## src/logic/ucr_pkg.sv

```systemverilog
/*
  constants for one serial channel: register offsets, field positions,
  reset values, identification codes and oversampling figure.
  assumes an 8-bit host bus with a 3-bit address, synchronous to clk_sys.
*/
// Summary of operation
// RULE1: ident bit 0 reads 0 while an enabled interrupt pends, else 1.
// RULE2: ident bits 2..1 encode the highest priority pending interrupt.
// RULE3: ident bits 7..3 always read zero.
// RULE4: enable bit 0 gates received data, bit 1 gates holding empty.
// RULE5: enable bit 2 gates line status, bit 3 gates modem status.
// RULE6: enable bits 7..4 always held at zero.
// RULE7: interrupt output is active high, driven only by enabled sources.
// RULE8: all enables clear gives no interrupt; status flags still set.
// RULE9: idle transmitter shows holding empty and all empty high.
// RULE10: writing the holding register clears holding empty.
// RULE11: holding moves to shifter at start bit; holding empty rises then.
// RULE12: all empty stays low while a word shifts out.
// RULE13: second character waits in holding until shifter finishes.
// RULE14: all empty rises after last word; holding empty by one transfer.
// RULE15: host writes holding register only while holding empty is high.
// RULE16: data bit 0 is first out on transmit and first in on receive.
// RULE17: priority line status, received data, holding empty, modem status.
// RULE18: holding empty interrupt cleared by ident read or holding write.
// RULE19: low and high divisor latches form one 16-bit divisor.
// RULE20: shifter sends start, data lsb first, optional parity, stops.
package ucr_pkg;
  // ------------------------------------------------------------
  // register offsets
  // ------------------------------------------------------------
  localparam logic [2:0] OFS_DATA = 3'h0;
  localparam logic [2:0] OFS_IER = 3'h1;
  localparam logic [2:0] OFS_IIR = 3'h2;
  localparam logic [2:0] OFS_LCR = 3'h3;
  localparam logic [2:0] OFS_MCR = 3'h4;
  localparam logic [2:0] OFS_LSR = 3'h5;
  localparam logic [2:0] OFS_MSR = 3'h6;
  localparam logic [2:0] OFS_SCR = 3'h7;
  // ------------------------------------------------------------
  // field positions
  // ------------------------------------------------------------
  localparam int LCR_SEL = 7;
  localparam int LCR_BRK = 6;
  localparam int LCR_STICK = 5;
  localparam int LCR_EVEN = 4;
  localparam int LCR_PAR = 3;
  localparam int LCR_STOP = 2;
  // ------------------------------------------------------------
  // identification codes and reset values
  // ------------------------------------------------------------
  localparam logic [2:0] ID_NONE = 3'h1;
  localparam logic [2:0] ID_LINE = 3'h6;
  localparam logic [2:0] ID_RX = 3'h4;
  localparam logic [2:0] ID_TX = 3'h2;
  localparam logic [2:0] ID_MODEM = 3'h0;
  localparam logic [7:0] RST_REG = 8'h00;
  localparam logic [15:0] RST_DIV = 16'h0001;
  localparam logic [3:0] OVERSAMPLE = 4'hF;
  typedef enum logic [2:0] {TX_IDLE, TX_START, TX_DATA, TX_PAR, TX_STOP} ucr_tx_t;
endpackage

```

## src/logic/ucr_baud.sv

```systemverilog
/*
  baud divider: one-cycle 16x enable from the 16-bit divisor.
  assumes reload pulses whenever a divisor latch is written.
*/
`timescale 1ns/10ps
module ucr_baud
  import ucr_pkg::*;
#(
  parameter int DW = 16
) (
  input wire logic clk_sys,
  input wire logic rst,
  input wire logic [DW-1:0] divisor,
  input wire logic reload,
  output logic tick16
);
  logic [DW-1:0] cnt_q;

  // ------------------------------------------------------------
  // count down, reload at once on a latch write
  // ------------------------------------------------------------
  always_ff @(posedge clk_sys) begin
    if (rst) begin
      cnt_q <= DW'(RST_DIV);
      tick16 <= 1'b0;
    end else if (reload || cnt_q <= DW'(1)) begin
      cnt_q <= divisor;
      tick16 <= !reload && divisor != '0;
    end else begin
      cnt_q <= cnt_q - DW'(1);
      tick16 <= 1'b0;
    end
  end
endmodule // ucr_baud

```

## src/logic/ucr_tx.sv

```systemverilog
/*
  transmit shifter: start bit, data lsb first, parity, stop bits.
  assumes tick16 is a one-cycle enable at sixteen times the bit rate.
*/
`timescale 1ns/10ps
module ucr_tx
  import ucr_pkg::*;
(
  input wire logic clk_sys,
  input wire logic rst,
  input wire logic tick16,
  input wire logic hold_full,
  input wire logic [7:0] hold_data,
  input wire logic [7:0] line_control,
  output logic take,
  output logic busy,
  output logic serial_out
);
  ucr_tx_t state_q;
  logic [7:0] shift_q;
  logic [3:0] sub_q;
  logic [2:0] bit_q;
  logic par_q;
  logic stop2_q;
  logic bit_end;
  logic [2:0] last_bit;

  assign bit_end = tick16 && sub_q == OVERSAMPLE;
  assign last_bit = 3'(line_control[1:0]) + 3'h4;
  assign take = state_q == TX_IDLE && hold_full;
  assign busy = state_q != TX_IDLE;

  // ------------------------------------------------------------
  // frame sequencer
  // ------------------------------------------------------------
  always_ff @(posedge clk_sys) begin
    if (rst) begin
      state_q <= TX_IDLE;
      shift_q <= RST_REG;
      sub_q <= '0;
      bit_q <= '0;
      par_q <= 1'b0;
      stop2_q <= 1'b0;
    end else begin
      if (tick16) sub_q <= sub_q + 4'h1;
      unique case (state_q)
        TX_IDLE: if (take) begin // see RULE11
          shift_q <= hold_data;
          par_q <= 1'b0;
          sub_q <= '0;
          state_q <= TX_START;
        end
        TX_START: if (bit_end) begin
          bit_q <= '0;
          state_q <= TX_DATA;
        end
        TX_DATA: if (bit_end) begin
          par_q <= par_q ^ shift_q[0];
          shift_q <= {1'b0, shift_q[7:1]}; // see RULE16
          bit_q <= bit_q + 3'h1;
          if (bit_q == last_bit) begin
            stop2_q <= line_control[LCR_STOP];
            state_q <= line_control[LCR_PAR] ? TX_PAR : TX_STOP;
          end
        end
        TX_PAR: if (bit_end) state_q <= TX_STOP;
        TX_STOP: if (bit_end) begin
          if (stop2_q) stop2_q <= 1'b0;
          else state_q <= TX_IDLE;
        end
      endcase
    end
  end

  // ------------------------------------------------------------
  // serial line level
  // ------------------------------------------------------------
  always_ff @(posedge clk_sys) begin
    if (rst) begin
      serial_out <= 1'b1;
    end else if (line_control[LCR_BRK]) begin
      serial_out <= 1'b0;
    end else begin
      unique case (state_q) // see RULE20
        TX_IDLE: serial_out <= 1'b1;
        TX_START: serial_out <= 1'b0;
        TX_DATA: serial_out <= shift_q[0];
        TX_PAR: serial_out <= line_control[LCR_STICK] ? !line_control[LCR_EVEN]
                                                      : par_q ^ !line_control[LCR_EVEN];
        TX_STOP: serial_out <= 1'b1;
      endcase
    end
  end
endmodule // ucr_tx

```

## src/logic/ucr_channel.sv

```systemverilog
/*
  one serial channel: host register file, interrupt identification,
  transmit holding path and modem status deltas.
  assumes the host strobes and the receiver event pulses are synchronous
  to clk_sys; the modem lines come from pins and are synchronised here.
*/
`timescale 1ns/10ps
module ucr_channel
  import ucr_pkg::*;
(
  input wire logic clk_sys,
  input wire logic rst,
  input wire logic [2:0] addr,
  input wire logic wr_en,
  input wire logic rd_en,
  input wire logic [7:0] wdata,
  output logic [7:0] rdata,
  input wire logic rx_load,
  input wire logic [7:0] rx_data,
  input wire logic rx_parity_err,
  input wire logic rx_framing_err,
  input wire logic rx_break,
  input wire logic [3:0] modem_in,
  output logic [4:0] modem_ctrl,
  output logic [15:0] divisor,
  output logic tick16,
  output logic serial_out,
  output logic irq_out
);
  logic [7:0] rx_buffer_q;
  logic [7:0] tx_holding_q;
  logic hold_full_q;
  logic [7:0] divisor_low_q;
  logic [7:0] divisor_high_q;
  logic [3:0] irq_enable_q;
  logic [7:0] line_control_q;
  logic [4:0] modem_control_q;
  logic [7:0] scratch_q;
  logic rx_ready_q;
  logic overrun_q;
  logic parity_err_q;
  logic framing_err_q;
  logic break_seen_q;
  logic tx_irq_q;
  logic tx_holding_empty_prev_q;
  logic [3:0] msync1_q;
  logic [3:0] msync2_q;
  logic [3:0] mprev_q;
  logic [3:0] mdelta_q;
  logic [3:0] mset;
  logic divisor_select;
  logic wr_data;
  logic wr_div;
  logic div_load_q;
  logic rd_buf;
  logic rd_iir;
  logic rd_lsr;
  logic rd_msr;
  logic tx_take;
  logic tx_busy;
  logic tx_holding_empty;
  logic tx_all_empty;
  logic src_line;
  logic src_rx;
  logic src_tx;
  logic src_modem;
  logic [2:0] ident;
  logic [7:0] irq_ident;
  logic [7:0] line_status;
  logic [7:0] modem_status;

  // ------------------------------------------------------------
  // address decode
  // ------------------------------------------------------------
  assign divisor_select = line_control_q[LCR_SEL];
  assign wr_data = wr_en && addr == OFS_DATA && !divisor_select;
  assign wr_div = wr_en && divisor_select && (addr == OFS_DATA || addr == OFS_IER);
  assign rd_buf = rd_en && addr == OFS_DATA && !divisor_select;
  assign rd_iir = rd_en && addr == OFS_IIR;
  assign rd_lsr = rd_en && addr == OFS_LSR;
  assign rd_msr = rd_en && addr == OFS_MSR;

  // ------------------------------------------------------------
  // control registers
  // ------------------------------------------------------------
  always_ff @(posedge clk_sys) begin
    if (rst) begin
      divisor_low_q <= RST_DIV[7:0];
      divisor_high_q <= RST_DIV[15:8];
      irq_enable_q <= '0;
      line_control_q <= RST_REG;
      modem_control_q <= '0;
      scratch_q <= RST_REG;
    end else if (wr_en) begin
      unique case (addr)
        OFS_DATA: if (divisor_select) divisor_low_q <= wdata;
        OFS_IER: begin
          if (divisor_select) divisor_high_q <= wdata;
          else irq_enable_q <= wdata[3:0]; // see RULE6
        end
        OFS_LCR: line_control_q <= wdata;
        OFS_MCR: modem_control_q <= wdata[4:0];
        OFS_SCR: scratch_q <= wdata;
        default: ;
      endcase
    end
  end

  assign divisor = {divisor_high_q, divisor_low_q}; // see RULE19
  assign modem_ctrl = modem_control_q;

  // reload the baud counter once the new latch value stands
  always_ff @(posedge clk_sys) begin
    if (rst) begin
      div_load_q <= 1'b0;
    end else begin
      div_load_q <= wr_div; // see RULE19
    end
  end

  // ------------------------------------------------------------
  // transmit holding register
  // ------------------------------------------------------------
  always_ff @(posedge clk_sys) begin
    if (rst) begin
      tx_holding_q <= RST_REG;
      hold_full_q <= 1'b0;
    end else if (wr_data) begin
      tx_holding_q <= wdata;
      hold_full_q <= 1'b1; // see RULE10
    end else if (tx_take) begin
      hold_full_q <= 1'b0; // see RULE11
    end
  end

  assign tx_holding_empty = !hold_full_q; // see RULE9 RULE13
  assign tx_all_empty = !hold_full_q && !tx_busy; // see RULE12 RULE14

  // ------------------------------------------------------------
  // receive buffer and line status flags, set wins over clear
  // ------------------------------------------------------------
  always_ff @(posedge clk_sys) begin
    if (rst) begin
      rx_buffer_q <= RST_REG;
      rx_ready_q <= 1'b0;
      overrun_q <= 1'b0;
      parity_err_q <= 1'b0;
      framing_err_q <= 1'b0;
      break_seen_q <= 1'b0;
    end else begin
      if (rx_load) rx_buffer_q <= rx_data; // see RULE16
      rx_ready_q <= rx_load || (rx_ready_q && !rd_buf);
      overrun_q <= (rx_load && rx_ready_q && !rd_buf) || (overrun_q && !rd_lsr);
      parity_err_q <= rx_parity_err || (parity_err_q && !rd_lsr);
      framing_err_q <= rx_framing_err || (framing_err_q && !rd_lsr);
      break_seen_q <= rx_break || (break_seen_q && !rd_lsr);
    end
  end

  // ------------------------------------------------------------
  // modem lines: two-stage sync, then delta detection
  // ------------------------------------------------------------
  always_ff @(posedge clk_sys) begin
    if (rst) begin
      msync1_q <= '0;
      msync2_q <= '0;
      mprev_q <= '0;
    end else begin
      msync1_q <= modem_in;
      msync2_q <= msync1_q;
      mprev_q <= msync2_q;
    end
  end

  assign mset = {msync2_q[3] ^ mprev_q[3], !msync2_q[2] && mprev_q[2],
                 msync2_q[1] ^ mprev_q[1], msync2_q[0] ^ mprev_q[0]};

  always_ff @(posedge clk_sys) begin
    if (rst) begin
      mdelta_q <= '0;
    end else begin
      mdelta_q <= mset | (mdelta_q & {4{!rd_msr}}); // see RULE8
    end
  end

  // ------------------------------------------------------------
  // holding empty interrupt flag
  // ------------------------------------------------------------
  always_ff @(posedge clk_sys) begin
    if (rst) begin
      tx_holding_empty_prev_q <= 1'b1;
      tx_irq_q <= 1'b1;
    end else begin
      tx_holding_empty_prev_q <= tx_holding_empty;
      if (tx_holding_empty && !tx_holding_empty_prev_q) tx_irq_q <= 1'b1;
      else if (wr_data || (rd_iir && ident == ID_TX)) tx_irq_q <= 1'b0; // see RULE18
    end
  end

  // ------------------------------------------------------------
  // interrupt priority and identification
  // ------------------------------------------------------------
  assign src_line = irq_enable_q[2] &&
                    (overrun_q || parity_err_q || framing_err_q || break_seen_q); // see RULE5
  assign src_rx = irq_enable_q[0] && rx_ready_q; // see RULE4
  assign src_tx = irq_enable_q[1] && tx_irq_q; // see RULE4
  assign src_modem = irq_enable_q[3] && (|mdelta_q); // see RULE5

  always_comb begin
    if (src_line) ident = ID_LINE; // see RULE17
    else if (src_rx) ident = ID_RX;
    else if (src_tx) ident = ID_TX;
    else if (src_modem) ident = ID_MODEM;
    else ident = ID_NONE; // see RULE1 RULE2
  end

  assign irq_ident = {5'h00, ident}; // see RULE3
  assign irq_out = src_line || src_rx || src_tx || src_modem; // see RULE7 RULE8
  assign line_status = {1'b0, tx_all_empty, tx_holding_empty, break_seen_q,
                        framing_err_q, parity_err_q, overrun_q, rx_ready_q};
  assign modem_status = {msync2_q, mdelta_q};

  // ------------------------------------------------------------
  // read data, registered
  // ------------------------------------------------------------
  always_ff @(posedge clk_sys) begin
    if (rst) begin
      rdata <= RST_REG;
    end else if (rd_en) begin
      unique case (addr)
        OFS_DATA: rdata <= divisor_select ? divisor_low_q : rx_buffer_q;
        OFS_IER: rdata <= divisor_select ? divisor_high_q : {4'h0, irq_enable_q};
        OFS_IIR: rdata <= irq_ident;
        OFS_LCR: rdata <= line_control_q;
        OFS_MCR: rdata <= {3'h0, modem_control_q};
        OFS_LSR: rdata <= line_status;
        OFS_MSR: rdata <= modem_status;
        OFS_SCR: rdata <= scratch_q;
      endcase
    end
  end

  // ------------------------------------------------------------
  // baud divider and shifter
  // ------------------------------------------------------------
  ucr_baud #(
    .DW(16)
  ) u_baud (
    .clk_sys(clk_sys),
    .rst(rst),
    .divisor(divisor),
    .reload(div_load_q),
    .tick16(tick16)
  );

  ucr_tx u_tx (
    .clk_sys(clk_sys),
    .rst(rst),
    .tick16(tick16),
    .hold_full(hold_full_q),
    .hold_data(tx_holding_q),
    .line_control(line_control_q),
    .take(tx_take),
    .busy(tx_busy),
    .serial_out(serial_out)
  );
endmodule // ucr_channel

```

## config.mk

```make
export PLATFORM = sky130hd
export DESIGN_NAME = ucr_channel
export DESIGN_NICKNAME = d
export VERILOG_FILES = /design/src/logic/ucr_pkg.sv /design/src/logic/ucr_baud.sv /design/src/logic/ucr_tx.sv /design/src/logic/ucr_channel.sv
export SDC_FILE = /design/constraint.sdc
export NUM_CORES = 1
export LEC_CHECK = 0
export ABC_AREA = 1
export CAP_MARGIN = 20
export CORE_AREA = 2 2 136 138
export CTS_CLUSTER_SIZE = 16
export DETAILED_ROUTE_END_ITERATION = 8
export DIE_AREA = 0 0 138 140
export DONT_BUFFER_PORTS = 1
export HOLD_SLACK_MARGIN = 0.05
export RECOVER_POWER = 50
export SLEW_MARGIN = 20
export SYNTH_ARGS = -nofsm -noshare
export SYNTH_HDL_FRONTEND = slang
export SYNTH_SLANG_ARGS = --single-unit
```

## constraint.sdc

```tcl
create_clock -name clk_sys -period 1.4 [get_ports clk_sys]
set_clock_uncertainty 0.15 [all_clocks]
set_input_delay 0.07 -clock clk_sys [delete_from_list [all_inputs] [get_ports clk_sys]]
set_output_delay 0.07 -clock clk_sys [all_outputs]
set_load 0.03 [all_outputs]
```

==> reports/results.tsv <==
stage	metric	value	unit
outcome	status	complete, but fails checks	
outcome	violations	negative hold slack, negative setup slack	
synthesis	syn-num-nets	863	
route	drtPass1Iterations	5	
worst_setup_path	cp_max_fo	6	
synthesis	syn_avg_cell_area	7.17	sq um
place	place_congestion	0.905	
worst_setup_path	worstPathArrival	1.73	ns
worst_setup_path	critical_path_class	reg -> reg	
layout	drive_above_1_share	34.8	%
global_route	grt_max_degree	72	
power	p_per_area	1740	nW/um^2
floorplan	die_w	138	um
clocking	clkSinkCount	128	
synthesis	yosysMostFrequentCell	nand2_1	
synthesis	synth_edf_count	0	
synthesis	yosysTopAreaCell	dfxtp_1	
layout	n_antenna_cell	0	
layout	fin_nets	1018	
timing	min_period_over_period	109	%
worst_setup_path	start_kind	register	
synthesis	yosysWarnings	0	
global_route	grt_overflow	0	
floorplan	start_util	33.4	%
synthesis	synth-seq-cells	128	
worst_hold_path	hold_class	in -> reg	
timing	fmax	656	MHz
synthesis	syn_inst	828	
clocking	clockRootBuffer	clkbuf_16	
power	peakVddDrop	0.779	mV
floorplan	dieArea	19300	sq um
worst_setup_path	crit_start	u_baud.cnt_q[0]	
synthesis	ys_types	40	
global_route	grt_pass1_vias	5709	
clocking	cts.reportedPaths.clkPinSlew	0.06	ns
place	dp_cells	1112	
floorplan	io-pin-count	63	
timing	worst_slew_pin_slew	0.569	ns
worst_setup_path	r2r_start	u_baud.cnt_q[0]	
timing	whs	-0.181	ns
timing	rsz0062_at_grt	yes	
synthesis	synth_area_leaders	dfxtp_1, nand2_1, nor2_1	
timing	timing.final.crit_period	1.53	ns
timing	relSlewSlack	62.0	%
clocking	numCtsBuffers	17	
clocking	h-tree-depth	4	
route	drc	0	
timing	setup_viol	53	
floorplan	die_h	140	um
route	drt_iter0_markers	344	
synthesis	synthFlopType	dfxtp_1	
floorplan	core	17800	sq um
global_route	grt_pass1_wl	28600	um
clocking	clockBufferDepth	2	
timing	slew_viol_final	0	
power	p_total	15.0	mW
route	wl_per_cell	15.7	um
worst_hold_path	min_from	addr[0]	
floorplan	num_rows	49	
synthesis	synth_common_cells	nand2_1, nor2_1, dfxtp_1, o21ai_0, inv_1	
place	portBuffers	0	
timing	fin_ws	-0.125	ns
synthesis	synthArstFlopShare	0	%
worst_setup_path	endpoint_kind	register	
clocking	insertion_delay	0.43	ns
route	vias_per_cell	4.95	
route	final_antenna_net_count	0	
layout	area_growth_syn_to_layout	46.1	%
route	routed_wl	19200	um
place	post-dp-hpwl	12100	um
timing	finalHoldViolCount	13	
layout	instances_no_fill	1224	
synthesis	syn-cell-area	5940	sq um
run	maxCapViolCount	0	
clocking	cts_tree	yes	
synthesis	synth_top_area_share	43.2	%
global_route	antenna_found_initial	0	
global_route	grt_util_all_layers	18.4	%
synthesis	ys_seq_area_share	43.2	%
power	p_leak	3.61	nW
route	vias	6054	
worst_setup_path	required	1.61	ns
==> flip-flops by register name, indices dropped and copies added, names as in the netlist, 3 cells and up <==
register / cells
divisor_high_q: 8
tx_holding_q: 8
modem_ctrl: 5
irq_enable_q: 4
u_tx.sub_q: 4
u_baud.cnt_q: 16
rx_buffer_q: 8
msync1_q: 4
u_tx.state_q: 3
msync2_q: 4
line_control_q: 8
u_tx.shift_q: 8
divisor_low_q: 8
mprev_q: 4
rdata: 8
scratch_q: 8
u_tx.bit_q: 3
mdelta_q: 4
==> what timing repair did <==
action / in CTS / in global routing
hold buffers: 40 / 1
setup endpoints to repair: 52 / 90
resized for setup: 87 / 144
pin swaps: 30 / 64
setup buffers: 15 / 18
cloned: 3 / 4
endpoints found under the hold margin: 119 / 15
==> layout make-up <==
type                    instances  area (sq um)
fillers                      1680          9110
multi-input cells             585          3450
flip-flops and latches        128          2600
repair buffers                168          1440
clock buffers                  21           460
inverters                      81           317
well taps                     229           287
clock inverters                10           113
repair inverters                2          15.0
==> critical path: stages (launching register included) <==
cell       delay (ns)
dfxtp_2          0.36
inv_2            0.06
ha_4             0.18
o2111ai_4        0.21
nand2_4          0.12
buf_6            0.16
nand2_2          0.05
nand2_1          0.07
nor2_1           0.10
==> cells in the final DEF (no fill, tap or decap), types with 4 or more instances in the layout <==
cell / synthesis / layout
clkbuf_1: 15 / 7
nor2_2: 8 / 20
nor2_4: 3 / 18
a21oi_2: 1 / 18
dlygate4sd3_1: 0 / 38
inv_1: 67 / 59
inv_2: 10 / 19
a31oi_1: 14 / 14
nand4_1: 16 / 16
buf_6: 8 / 19
clkinvlp_4: 0 / 4
buf_4: 5 / 75
nor2_1: 134 / 107
nand2_4: 1 / 15
o22ai_1: 5 / 4
clkinv_2: 0 / 4
clkbuf_2: 0 / 21
nand3_2: 3 / 6
xnor2_1: 10 / 10
nand2_2: 6 / 47
nand3_1: 35 / 31
clkbuf_16: 0 / 19
nand2_1: 176 / 120
dfxtp_2: 0 / 21
o21ai_1: 4 / 19
o21ai_0: 68 / 49
xor2_1: 13 / 13
dfxtp_1: 128 / 105
a21oi_1: 63 / 46
==> routing by layer <==
layer,global-route usage (%),share of wire (%),routed length (um)
met1,21.1,41,7850
met2,32.0,50,9510
met3,5.09,5.5,1060
met4,8.49,4.0,775
met5,0,0,0
==> path summary, 6_finish.rpt <==
kind                                        end  cells after the start  slack (ns)
worst max-delay path            u_baud.cnt_q[8]                      8       -0.13
worst min-delay path              framing_err_q                      3       -0.18
worst min register to register      msync2_q[1]                      2        0.25
worst max register to register  u_baud.cnt_q[8]                      8       -0.13
==> power breakdown <==
| part | switching [mW] | leakage, nW | internal [mW] | total, mW |
|---|---|---|---|---|
| clock | 1.64 | 0.279 | 2.69 | 4.33 |
| combinational | 3.35 | 2.28 | 2.92 | 6.27 |
| sequential | 0.365 | 1.05 | 4.08 | 4.44 |
| total | 5.35 | 3.61 | 9.69 | 15.0 |
==> stage by stage <==
step | worst slack, ns | setup TNS, ns | cell area [sq um] | utilization, %
2_1_floorplan | -0.0132 | -0.151 | 5980 | -
3_3_place_gp | -0.101 | -1.94 | 6730 | 37.8
3_5_place_dp | -0.146 | -2.97 | 6730 | 37.8
4_1_cts | -0.0970 | -1.41 | 8120 | 45.7
5_1_grt | -0.201 | -6.63 | 8670 | 48.8
6_report | -0.125 | -2.47 | 8670 | 48.8
==> logic make-up after synthesis <==
logic type,after synthesis,share of synthesized area (%)
simple gates,395,28.9
fa+ha+maj,4,0.843
buf+inv,116,8.85
flops,128,43.2
mux,1,0.169
compound gates,161,14.7
xor+xnor,23,3.39
(Power assumes the default switching activity.)
